[src/logic/fcsr_pkg.sv]
// constants, enumerations and carrier types of the flash command core
package fcsr_pkg;

  // ---------------------------------------------------------------
  // opcodes
  // ---------------------------------------------------------------
  localparam logic [7:0] OPC_EN_RESET = 8'h66;
  localparam logic [7:0] OPC_RESET = 8'h99;
  localparam logic [7:0] OPC_SUSPEND = 8'h75;
  localparam logic [7:0] OPC_RESUME = 8'h7A;
  localparam logic [7:0] OPC_DEEP_PD = 8'hB9;
  localparam logic [7:0] OPC_RELEASE_ID = 8'hAB;
  localparam logic [7:0] OPC_SEC_READ = 8'h48;
  localparam logic [7:0] OPC_WRAP_READ = 8'h0C;
  localparam logic [7:0] OPC_SET_PARAM = 8'hC0;
  localparam logic [7:0] OPC_WRITE_STATUS = 8'h01;
  localparam logic [7:0] OPC_SEC_ERASE = 8'h44;
  localparam logic [7:0] OPC_SEC_PROG = 8'h42;
  localparam logic [7:0] OPC_ERASE_SECTOR = 8'h20;
  localparam logic [7:0] OPC_ERASE_32K = 8'h52;
  localparam logic [7:0] OPC_ERASE_64K = 8'hD8;
  localparam logic [7:0] OPC_ERASE_CHIP_A = 8'hC7;
  localparam logic [7:0] OPC_ERASE_CHIP_B = 8'h60;
  localparam logic [7:0] OPC_PAGE_PROG = 8'h02;
  localparam logic [7:0] OPC_QUAD_PROG = 8'h32;

  // ---------------------------------------------------------------
  // frame layout in received bits
  // ---------------------------------------------------------------
  localparam logic [7:0] OPC_BITS = 8'h08;
  localparam logic [7:0] ADDR_END = 8'h20;
  localparam logic [7:0] SEC_DUMMY_END = 8'h28;
  localparam logic [7:0] ID_DUMMY_END = 8'h20;
  localparam logic [7:0] PARAM_END = 8'h10;
  localparam logic [3:0] SEC_REG_FIRST = 4'h1;
  localparam logic [3:0] SEC_REG_LAST = 4'h3;
  localparam logic [7:0] BLANK_BYTE = 8'hFF;

  // ---------------------------------------------------------------
  // read parameter setting
  // ---------------------------------------------------------------
  localparam logic [7:0] RP_RESET = 8'h00;
  localparam int RP_DUMMY_LSB = 4;
  localparam int RP_WRAP_LSB = 0;
  localparam logic [7:0] DUMMY_CLK_SHORT = 8'h04;
  localparam logic [7:0] DUMMY_CLK_MID = 8'h06;
  localparam logic [7:0] DUMMY_CLK_LONG = 8'h08;
  localparam logic [23:0] WRAP_BASE_BYTES = 24'h000008;

  // ---------------------------------------------------------------
  // timing
  // ---------------------------------------------------------------
  localparam int CLK_PERIOD_NS = 10;
  localparam int RESET_DURATION_NS = 30000;
  localparam int PD_ENTRY_DELAY_NS = 3000;
  localparam int RELEASE_DELAY_NS = 8000;
  localparam int SUSPEND_LATENCY_NS = 30000;
  localparam int RESUME_LATENCY_NS = 200;
  localparam logic [11:0] RESET_CYCLES =
    12'((RESET_DURATION_NS + CLK_PERIOD_NS - 1) / CLK_PERIOD_NS);
  localparam logic [11:0] PD_ENTRY_CYCLES =
    12'((PD_ENTRY_DELAY_NS + CLK_PERIOD_NS - 1) / CLK_PERIOD_NS);
  localparam logic [11:0] RELEASE_CYCLES =
    12'((RELEASE_DELAY_NS + CLK_PERIOD_NS - 1) / CLK_PERIOD_NS);
  localparam logic [11:0] SUSPEND_CYCLES =
    12'(SUSPEND_LATENCY_NS / CLK_PERIOD_NS);
  localparam logic [11:0] RESUME_CYCLES =
    12'(RESUME_LATENCY_NS / CLK_PERIOD_NS);

  // ---------------------------------------------------------------
  // types
  // ---------------------------------------------------------------
  typedef enum logic [1:0] {
    OPK_NONE = 2'b00, OPK_WRITE = 2'b01,
    OPK_PROGRAM = 2'b10, OPK_ERASE = 2'b11
  } fcsr_opkind_type;

  typedef enum logic [2:0] {
    FR_IDLE = 3'b000, FR_OPC = 3'b001, FR_ADDR = 3'b010,
    FR_DUMMY = 3'b011, FR_DATA = 3'b100, FR_PARAM = 3'b101,
    FR_CMDEND = 3'b110, FR_IGNORE = 3'b111
  } fcsr_frame_type;

  typedef enum logic [2:0] {
    PEND_NONE = 3'b000, PEND_ENRST = 3'b001, PEND_SUSPEND = 3'b010,
    PEND_RESUME = 3'b011, PEND_DEEP_PD = 3'b100, PEND_RELEASE = 3'b101
  } fcsr_pend_type;

  typedef enum logic [1:0] {
    KIND_SEC = 2'b00, KIND_WRAP = 2'b01, KIND_ID = 2'b10
  } fcsr_kind_type;

  typedef struct packed {
    logic write_in_progress_flag;
    logic susProg;
    logic susErase;
    logic deepPd;
    logic refuse;
  } fcsr_status_type;

  typedef struct packed {
    logic valid;
    logic blocked;
    logic [7:0] opcode;
  } fcsr_fwd_type;

  function automatic logic [7:0] fcsr_dummy_clocks(input logic [1:0] sel);
    case (sel)
      2'b10: fcsr_dummy_clocks = DUMMY_CLK_MID;
      2'b11: fcsr_dummy_clocks = DUMMY_CLK_LONG;
      default: fcsr_dummy_clocks = DUMMY_CLK_SHORT;
    endcase
  endfunction

endpackage

[src/logic/fcsr_core.sv]
// command core: reset, suspend/resume, power-down, id and special reads
module fcsr_core #(
  parameter logic [7:0] DEVICE_ID = 8'h5A  // arbitrary value
) (
  input wire logic clk,
  input wire logic rst_n,
  input wire logic csN,
  input wire logic sclk,
  input wire logic [3:0] sioIn,
  output logic [3:0] sioOut,
  output logic [3:0] sioOe,
  input wire logic qpiMode,
  input wire logic opRunning,
  input wire fcsr_pkg::fcsr_opkind_type opKind,
  input wire logic [7:0] memData,
  output logic [23:0] memAddr,
  output fcsr_pkg::fcsr_status_type status,
  output fcsr_pkg::fcsr_fwd_type fwd,
  output logic engineHold,
  output logic softReset,
  output logic [7:0] readParam
);
  import fcsr_pkg::*;

  // ---------------------------------------------------------------
  // state
  // ---------------------------------------------------------------
  typedef struct packed {
    logic csMeta;
    logic csS;
    logic csD;
    logic sclkMeta;
    logic sclkS;
    logic sclkD;
    logic [3:0] sioMeta;
    logic [3:0] sioS;
    fcsr_frame_type frame;
    fcsr_pend_type pend;
    fcsr_kind_type kind;
    logic [7:0] bitCnt;
    logic [7:0] dumEnd;
    logic [31:0] shIn;
    logic [7:0] shOut;
    logic [2:0] outLeft;
    logic [23:0] addr;
    logic [3:0] sioOut;
    logic [3:0] sioOe;
    logic rstArm;
    logic write_in_progress_flag;
    logic susProg;
    logic susErase;
    logic deepPd;
    logic dpRel;
    logic hold;
    logic softRst;
    logic refuse;
    logic [11:0] rstCnt;
    logic [11:0] dpCnt;
    logic [11:0] susCnt;
    logic [11:0] susAge;
    logic [7:0] readParam;
    fcsr_fwd_type fwd;
  } fcsr_state_type;

  localparam fcsr_state_type ST_ZERO = fcsr_state_type'('0);

  fcsr_state_type st_ff;
  fcsr_state_type nxt_st;
  fcsr_state_type rs;
  logic sclkRise, sclkFall, csFall, csRise, busy, suspended;
  logic doReset, secBad, dataLoad, eraseOp, progOp;
  logic [7:0] step, cntNew, opc, outByte;
  logic [31:0] shNew;
  logic [23:0] wrapMask;

  // ---------------------------------------------------------------
  // next state
  // ---------------------------------------------------------------
  always_comb begin
    nxt_st = st_ff;
    rs = ST_ZERO;
    doReset = 1'b0;
    dataLoad = 1'b0;
    opc = 8'h00;
    outByte = 8'h00;
    // pin synchronisers
    nxt_st.csMeta = csN;
    nxt_st.csS = st_ff.csMeta;
    nxt_st.csD = st_ff.csS;
    nxt_st.sclkMeta = sclk;
    nxt_st.sclkS = st_ff.sclkMeta;
    nxt_st.sclkD = st_ff.sclkS;
    nxt_st.sioMeta = sioIn;
    nxt_st.sioS = st_ff.sioMeta;
    nxt_st.softRst = 1'b0;
    nxt_st.fwd.valid = 1'b0;
    nxt_st.fwd.blocked = 1'b0;

    sclkRise = st_ff.sclkS & ~st_ff.sclkD;
    sclkFall = ~st_ff.sclkS & st_ff.sclkD;
    csFall = ~st_ff.csS & st_ff.csD;
    csRise = st_ff.csS & ~st_ff.csD;
    busy = (st_ff.rstCnt != 12'h000) || (st_ff.dpCnt != 12'h000);
    suspended = st_ff.susProg | st_ff.susErase;
    step = qpiMode ? 8'h04 : 8'h01;
    shNew = qpiMode ? {st_ff.shIn[27:0], st_ff.sioS}
                    : {st_ff.shIn[30:0], st_ff.sioS[0]};
    // opcode candidate, so the suspend filters see the byte being decoded
    opc = shNew[7:0];
    cntNew = st_ff.bitCnt + step;
    wrapMask = (WRAP_BASE_BYTES << st_ff.readParam[RP_WRAP_LSB +: 2])
               - 24'h000001;
    secBad = (st_ff.addr[23:16] != 8'h00)
          || (st_ff.addr[15:12] < SEC_REG_FIRST)
          || (st_ff.addr[15:12] > SEC_REG_LAST)
          || (st_ff.addr[11:10] != 2'b00);
    eraseOp = (opc == OPC_WRITE_STATUS) || (opc == OPC_SEC_ERASE)
           || (opc == OPC_ERASE_SECTOR) || (opc == OPC_ERASE_32K)
           || (opc == OPC_ERASE_64K) || (opc == OPC_ERASE_CHIP_A)
           || (opc == OPC_ERASE_CHIP_B);
    progOp = (opc == OPC_SEC_PROG) || (opc == OPC_PAGE_PROG)
          || (opc == OPC_QUAD_PROG);

    // timers
    if (st_ff.rstCnt != 12'h000) begin
      nxt_st.rstCnt = st_ff.rstCnt - 12'h001;
    end
    if (st_ff.dpCnt != 12'h000) begin
      nxt_st.dpCnt = st_ff.dpCnt - 12'h001;
      if (st_ff.dpCnt == 12'h001) begin
        nxt_st.deepPd = ~st_ff.dpRel;
      end
    end
    if (st_ff.susCnt != 12'h000) begin
      nxt_st.susCnt = st_ff.susCnt - 12'h001;
    end
    // cycles spent suspended while still busy, watched by a check
    nxt_st.susAge = (suspended && st_ff.write_in_progress_flag) ? st_ff.susAge + 12'h001
                                             : 12'h000;
    // busy drops at the end of suspend latency, returns after resume delay
    if (suspended) begin
      nxt_st.write_in_progress_flag = (st_ff.susCnt > 12'h001);
    end else begin
      nxt_st.write_in_progress_flag = opRunning & (st_ff.susCnt <= 12'h001);
    end

    // ---------------------------------------------------------------
    // frame reception
    // ---------------------------------------------------------------
    if (st_ff.csS) begin
      nxt_st.frame = FR_IDLE;
      nxt_st.sioOe = 4'h0;
    end
    if (csFall) begin
      nxt_st.frame = busy ? FR_IGNORE : FR_OPC;
      nxt_st.bitCnt = 8'h00;
      nxt_st.shIn = 32'h00000000;
      nxt_st.pend = PEND_NONE;
    end else if (!st_ff.csS && sclkRise) begin
      nxt_st.shIn = shNew;
      nxt_st.bitCnt = cntNew;
      case (st_ff.frame)
        FR_OPC: begin
          if (cntNew == OPC_BITS) begin
            opc = shNew[7:0];
            nxt_st.frame = FR_IGNORE;
            nxt_st.rstArm = 1'b0;
            if (opc == OPC_RESET && st_ff.rstArm) begin
              doReset = 1'b1;
            end else if (opc == OPC_EN_RESET) begin
              nxt_st.frame = FR_CMDEND;
              nxt_st.pend = PEND_ENRST;
            end else if (st_ff.deepPd) begin
              if (opc == OPC_RELEASE_ID) begin
                nxt_st.frame = FR_CMDEND;
                nxt_st.pend = PEND_RELEASE;
              end
            end else begin
              case (opc)
                OPC_SUSPEND: begin
                  nxt_st.frame = FR_CMDEND;
                  nxt_st.pend = PEND_SUSPEND;
                end
                OPC_RESUME: begin
                  nxt_st.frame = FR_CMDEND;
                  nxt_st.pend = PEND_RESUME;
                end
                OPC_DEEP_PD: begin
                  nxt_st.frame = FR_CMDEND;
                  nxt_st.pend = PEND_DEEP_PD;
                end
                OPC_RELEASE_ID: begin
                  if (!st_ff.write_in_progress_flag) begin
                    nxt_st.frame = FR_DUMMY;
                    nxt_st.kind = KIND_ID;
                    nxt_st.dumEnd = ID_DUMMY_END;
                  end
                end
                OPC_SEC_READ: begin
                  nxt_st.frame = FR_ADDR;
                  nxt_st.kind = KIND_SEC;
                  nxt_st.dumEnd = SEC_DUMMY_END;
                end
                OPC_WRAP_READ: begin
                  if (qpiMode) begin
                    nxt_st.frame = FR_ADDR;
                    nxt_st.kind = KIND_WRAP;
                    nxt_st.dumEnd = ADDR_END + (fcsr_dummy_clocks(
                      st_ff.readParam[RP_DUMMY_LSB +: 2]) << 2);
                  end
                end
                OPC_SET_PARAM: begin
                  if (qpiMode) begin
                    nxt_st.frame = FR_PARAM;
                  end
                end
                default: begin
                  nxt_st.fwd.opcode = opc;
                  if ((st_ff.susProg && (eraseOp || progOp))
                      || (st_ff.susErase && eraseOp)) begin
                    nxt_st.fwd.blocked = 1'b1;
                  end else begin
                    nxt_st.fwd.valid = 1'b1;
                  end
                end
              endcase
            end
          end
        end
        FR_ADDR: begin
          if (cntNew == ADDR_END) begin
            nxt_st.addr = shNew[23:0];
            nxt_st.frame = FR_DUMMY;
          end
        end
        FR_DUMMY: begin
          if (cntNew == st_ff.dumEnd) begin
            nxt_st.frame = FR_DATA;
            nxt_st.outLeft = 3'd0;
          end
        end
        FR_PARAM: begin
          if (cntNew == PARAM_END) begin
            nxt_st.readParam = shNew[7:0];
            nxt_st.frame = FR_IGNORE;
          end
        end
        FR_CMDEND: nxt_st.frame = FR_IGNORE;
        default: ;
      endcase
    end else if (!st_ff.csS && sclkFall && st_ff.frame == FR_DATA) begin
      // ---------------------------------------------------------------
      // data out on falling edges, MSB first
      // ---------------------------------------------------------------
      if (st_ff.outLeft == 3'd0) begin
        dataLoad = 1'b1;
        if (st_ff.kind == KIND_ID) begin
          outByte = DEVICE_ID;
        end else if (st_ff.kind == KIND_SEC && secBad) begin
          outByte = BLANK_BYTE;
        end else begin
          outByte = memData;
        end
        if (qpiMode) begin
          nxt_st.sioOut = outByte[7:4];
          nxt_st.shOut = {outByte[3:0], 4'h0};
          nxt_st.outLeft = 3'd1;
          nxt_st.sioOe = 4'hF;
        end else begin
          nxt_st.sioOut = {2'b00, outByte[7], 1'b0};
          nxt_st.shOut = {outByte[6:0], 1'b0};
          nxt_st.outLeft = 3'd7;
          nxt_st.sioOe = 4'h2;
        end
        if (st_ff.kind == KIND_SEC) begin
          nxt_st.addr = {st_ff.addr[23:10],
                         st_ff.addr[9:0] + 10'h001};
        end else if (st_ff.kind == KIND_WRAP) begin
          nxt_st.addr = (st_ff.addr & ~wrapMask)
                      | ((st_ff.addr + 24'h000001) & wrapMask);
        end
      end else begin
        if (qpiMode) begin
          nxt_st.sioOut = st_ff.shOut[7:4];
          nxt_st.shOut = {st_ff.shOut[3:0], 4'h0};
        end else begin
          nxt_st.sioOut = {2'b00, st_ff.shOut[7], 1'b0};
          nxt_st.shOut = {st_ff.shOut[6:0], 1'b0};
        end
        nxt_st.outLeft = st_ff.outLeft - 3'd1;
      end
    end

    // ---------------------------------------------------------------
    // single-opcode commands other than reset act when the frame closes
    // ---------------------------------------------------------------
    if (csRise && st_ff.frame == FR_CMDEND) begin
      case (st_ff.pend)
        PEND_ENRST: nxt_st.rstArm = 1'b1;
        PEND_SUSPEND: begin
          if (!suspended && st_ff.write_in_progress_flag
              && (opKind == OPK_PROGRAM || opKind == OPK_ERASE)) begin
            nxt_st.susProg = (opKind == OPK_PROGRAM);
            nxt_st.susErase = (opKind == OPK_ERASE);
            nxt_st.susCnt = SUSPEND_CYCLES;
          end
        end
        PEND_RESUME: begin
          if (suspended && !st_ff.write_in_progress_flag) begin
            nxt_st.susProg = 1'b0;
            nxt_st.susErase = 1'b0;
            nxt_st.susCnt = RESUME_CYCLES;
          end
        end
        PEND_DEEP_PD: begin
          if (!st_ff.write_in_progress_flag) begin
            nxt_st.dpCnt = PD_ENTRY_CYCLES;
            nxt_st.dpRel = 1'b0;
          end
        end
        PEND_RELEASE: begin
          nxt_st.dpCnt = RELEASE_CYCLES;
          nxt_st.dpRel = 1'b1;
        end
        default: ;
      endcase
    end

    // software reset: power-on values except rstCnt, refuse, softRst and frame; synchronisers kept
    if (doReset) begin
      rs.csMeta = nxt_st.csMeta;
      rs.csS = nxt_st.csS;
      rs.csD = nxt_st.csD;
      rs.sclkMeta = nxt_st.sclkMeta;
      rs.sclkS = nxt_st.sclkS;
      rs.sclkD = nxt_st.sclkD;
      rs.sioMeta = nxt_st.sioMeta;
      rs.sioS = nxt_st.sioS;
      rs.readParam = RP_RESET;
      rs.frame = FR_IGNORE;
      rs.softRst = 1'b1;
      rs.rstCnt = RESET_CYCLES;
      nxt_st = rs;
    end
    nxt_st.hold = nxt_st.susProg | nxt_st.susErase;
    nxt_st.refuse = (nxt_st.rstCnt != 12'h000) || (nxt_st.dpCnt != 12'h000);
  end

  // ---------------------------------------------------------------
  // registers
  // ---------------------------------------------------------------
  always_ff @(posedge clk or negedge rst_n) begin
    if (!rst_n) begin
      st_ff <= ST_ZERO;
      // chip select idles high: no false edge after reset
      st_ff.csMeta <= 1'b1;
      st_ff.csS <= 1'b1;
      st_ff.csD <= 1'b1;
    end else begin
      st_ff <= nxt_st;
    end
  end

  assign sioOut = st_ff.sioOut;
  assign sioOe = st_ff.sioOe;
  assign memAddr = st_ff.addr;
  assign status = {st_ff.write_in_progress_flag, st_ff.susProg, st_ff.susErase, st_ff.deepPd,
                   st_ff.refuse};
  assign fwd = st_ff.fwd;
  assign engineHold = st_ff.hold;
  assign softReset = st_ff.softRst;
  assign readParam = st_ff.readParam;
endmodule

[config.mk]
export PLATFORM = sky130hd
export DESIGN_NAME = fcsr_core
export DESIGN_NICKNAME = d
export VERILOG_FILES = /design/src/logic/fcsr_pkg.sv /design/src/logic/fcsr_core.sv
export SDC_FILE = /design/constraint.sdc
export NUM_CORES = 1
export LEC_CHECK = 0
export BUFFER_PORTS_ARGS = -buffer_cell sky130_fd_sc_hd__buf_4
export CORE_MARGIN = 8
export CORE_UTILIZATION = 55
export DETAILED_ROUTE_END_ITERATION = 10
export HOLD_SLACK_MARGIN = 0.12
export PLACE_DENSITY = 0.77
export SYNTH_ARGS = -nofsm -noshare
export SYNTH_HDL_FRONTEND = slang
export SYNTH_SLANG_ARGS = --single-unit
[constraint.sdc]
create_clock -name clk -period 2.9 [get_ports clk]
set_input_delay 0.145 -clock clk [delete_from_list [all_inputs] [get_ports clk]]
set_output_delay 0.145 -clock clk [all_outputs]
set_load 0.1 [all_outputs]
==> summary.txt <==
Outcome
  • Status: complete, no violations

Synth
  • FF+latch count, synth: 162
  • Synth unique cells: just under 100
  • Biggest area consumer among synthesized cells: dfrtp_1
  • Synth cell count leaders: 159 x dfrtp_1, 113 x nand2_1, 113 x nor2_1, 77 x o21ai_0, 58 x buf_4
  • Mapped Nets: 1141
  • Most numerous cell in the Yosys netlist: dfrtp_1
  • Yosys warns: 0
  • Synth Area per Inst: between 8 and 9 sq um
  • Register area share after synthesis: 0.407
  • Cells after Synth: ~1100
  • Main flop type after synthesis: dfrtp_1
  • Top cell type's share of synthesized area: 0.399
  • Area contributors post-synth: dfrtp_1 40%, buf_4 4.4%, nand2_1 4.2%, nor2_1 4.2%, o21ai_0 3.9%
  • Post-synth EDFFs: 0
  • Synth async-reset ratio: 1.00
  • Synth Cell Area: between 9000 and 10000 sq um

Route
  • DR iter-0 viols: around 630
  • DRT Pass-1 Iters: 5
  • DRC violations left: 0
  • Via/cell ratio: 6.12
  • Antenna Nets Post-Route: 0
  • Via count: a little under 9000
  • Final WL: between 20000 and 30000 um
  • Avg WL per Cell: between 15 and 20 um

CTS
  • Clock transition at path regs: 0.06 ns
  • Clock root cell: clkbuf_16
  • H-tree levels: 4
  • Later-pin clock latency in the skew report: ~0.43 ns
  • CTS tree: done
  • Sink Count: approximately 160
  • Clk buf depth: 2
  • CTS Buf Count: 17

STA
  • Fmax: 0.348 GHz
  • Worst-margin pin slew: 0.782 ns
  • Fin crit period: 2.88 ns
  • Endpoints failing setup: 0
  • Setup repair after global routing missed its margin: yes
  • Max_slew headroom: 0.478
  • Share of the clock period used by the worst path: 0.992
  • Setup ws final: about 0.024 ns
  • Hold Fails Final Rpt: 0
  • Clk_skew: ~0.0073 ns
  • Slew Viols, Final: 0

Global routing
  • Pin count of the biggest net entering global routing: 66
  • Aggregate global-route resource usage: 0.238
  • Initial antenna violation count: 0
  • Overflow after GRT: 0
  • Met1 GRT Util: 0.319
  • Met3 GRT Util: 0.0445
  • Met2 global-route usage: 0.375
  • GR peak layer: met2
  • Number of global-route vias before repair: about 8500
  • First-pass GRT wire length: between 40000 and 50000 um

Run
  • Maximum Capacitance Violations: 0

Die
  • Starting Density: 0.558
  • # IOs: 77
  • FP Rows: about 50
  • Area of the die: approximately 23000 sq um
  • Die height: roughly 150 um
  • Core Area: ~18000 sq um
  • Width of the die: 151 um

Critical path
  • CP Max Fanout: 6
  • Crit. End Element: register
  • CP Class: reg2reg
  • WP data required: approximately 3.2 ns
  • CP arrival: 3.19 ns
  • Worst Setup Start Kind: register

Power and ir drop
  • Cell leakage power: between 5 and 6 nW
  • Power per Cell Area: about 450 nW/um^2
  • Peak supply drop: approximately 0.00042 V

Cells and area
  • Antenna cell count: 0
  • P&R area growth vs syn: 16.0%
  • Final core occ: 0.647
  • Fillers: between 1500 and 2000
  • Final nets: 1214
  • Layout cell share with drive strength beyond 1: 0.212

Placement
  • Hpwl dp: around 19000 um
  • Routability congestion estimate: 0.950
  • Dpl ws: -0.178 ns
  • PortBufs: 76

Min path
  • Hold/Removal Path Class: in2reg
-- worst paths after layout --
path                       cells after the start         end  slack, ns  startpoint
max reg2reg                                    9  st_ff[170]       0.02  st_ff[158]
min in group asynchronous                      2   softReset       0.27       rst_n
min                                            3  st_ff[111]       0.14  memData[0]
max                                            9  st_ff[170]       0.02  st_ff[158]
max in group asynchronous                      3  st_ff[187]       1.81       rst_n
min reg2reg                                    0  st_ff[183]       0.35  st_ff[184]
-- final cells by class --
type                       count  area [sq um]  area share
clock inverter                11           103     0.00886
timing repair buffer         162          1310       0.113
sequential                   162          4060       0.351
inverter                      27           103     0.00886
clock buffer                  21           470      0.0406
tap                          229           287      0.0248
multi-input combinational    812          5250       0.453
-- stage by stage --
stage	cell area [sq um]	hold WS, ns	cells	setup TNS [ns]	total power, mW
finish	11600	0.140	1424	0	5.26
global route	11600	0.169	1424	-0.133	5.43
CTS	11500	0.135	1420	0	5.26
detailed placement	10800	0.186	1376	-1.01	3.06
global placement	10800	0.186	1376	-0.0525	3.05
floorplan	9990	-0.151	1109	0	2.85
-- logic make-up after synthesis --
family / count (synthesis) / share of synthesized area
buf+inv: 135 / 0.0768
compound gates: 278 / 0.196
mux: 49 / 0.0520
xor+xnor: 27 / 0.0237
fa+ha+maj: 12 / 0.0150
simple gates: 446 / 0.230
flops: 162 / 0.407
-- power by group --
| group | switching, mW | total (mW) | internal [mW] |
|---|---|---|---|
| clock | 0.950 | 2.20 | 1.25 |
| combinational | 0.438 | 0.669 | 0.231 |
| sequential | 0.0753 | 2.39 | 2.31 |
| total | 1.46 | 5.26 | 3.80 |
-- sequential cells by signal, indices dropped and copies added, names as in the netlist --
register / flops
fwd: 10
memAddr: 24
engineHold: 1
softReset: 1
readParam: 8
st_ff: 105
sioOe: 4
sioOut: 4
status: 5
-- worst max-delay path, cell delays in order (launching register included) --
cell and delay, ns:
dfrtp_1 0.41, ha_4 0.19, ha_4 0.16, a21o_1 0.20
a2111oi_4 0.43, o311ai_4 0.19, or4_4 0.56, o211ai_2 0.11
a31o_4 0.19, mux2_2 0.32
-- repair_timing --
item / in CTS / in global routing
pin swaps: 0 / 8
hold buffers: 12 / 0
gates resized for setup: 2 / 11
endpoints found under the hold margin: 75 / 0
setup endpoints to repair: 15 / 38
buffers inserted: 0 / 4
gates cloned: 0 / 1
-- layout by cell type, fill, tap and decap left out, types with 10 or more instances in the layout --
| master | Yosys | layout |
|---|---|---|
| dfrtp_1 | 159 | 158 |
| buf_4 | 58 | 145 |
| nand2_1 | 113 | 113 |
| nor2_1 | 113 | 112 |
| o21ai_0 | 77 | 76 |
| a21oi_1 | 51 | 50 |
| nand3_1 | 38 | 38 |
| nor3_1 | 31 | 30 |
| mux2i_1 | 30 | 30 |
| inv_1 | 26 | 26 |
| nand2b_1 | 20 | 20 |
| nand4_1 | 20 | 20 |
| xnor2_1 | 18 | 18 |
| clkbuf_16 | 0 | 18 |
| o2bb2ai_1 | 16 | 16 |
| nor2b_1 | 14 | 14 |
| and3_1 | 12 | 12 |
| dlygate4sd3_1 | 0 | 12 |
| o22ai_1 | 11 | 11 |
| nor4_1 | 12 | 11 |
| a31oi_1 | 10 | 10 |
| mux2_2 | 10 | 10 |
-- metal layers --
metal	part of all wire	vias up
met5	0	-
met4	0.024	0
met3	0.067	55
met2	0.47	335
met1	0.44	4193
li1	-	4130
No activity file was read; power rests on OpenSTA's default activity.
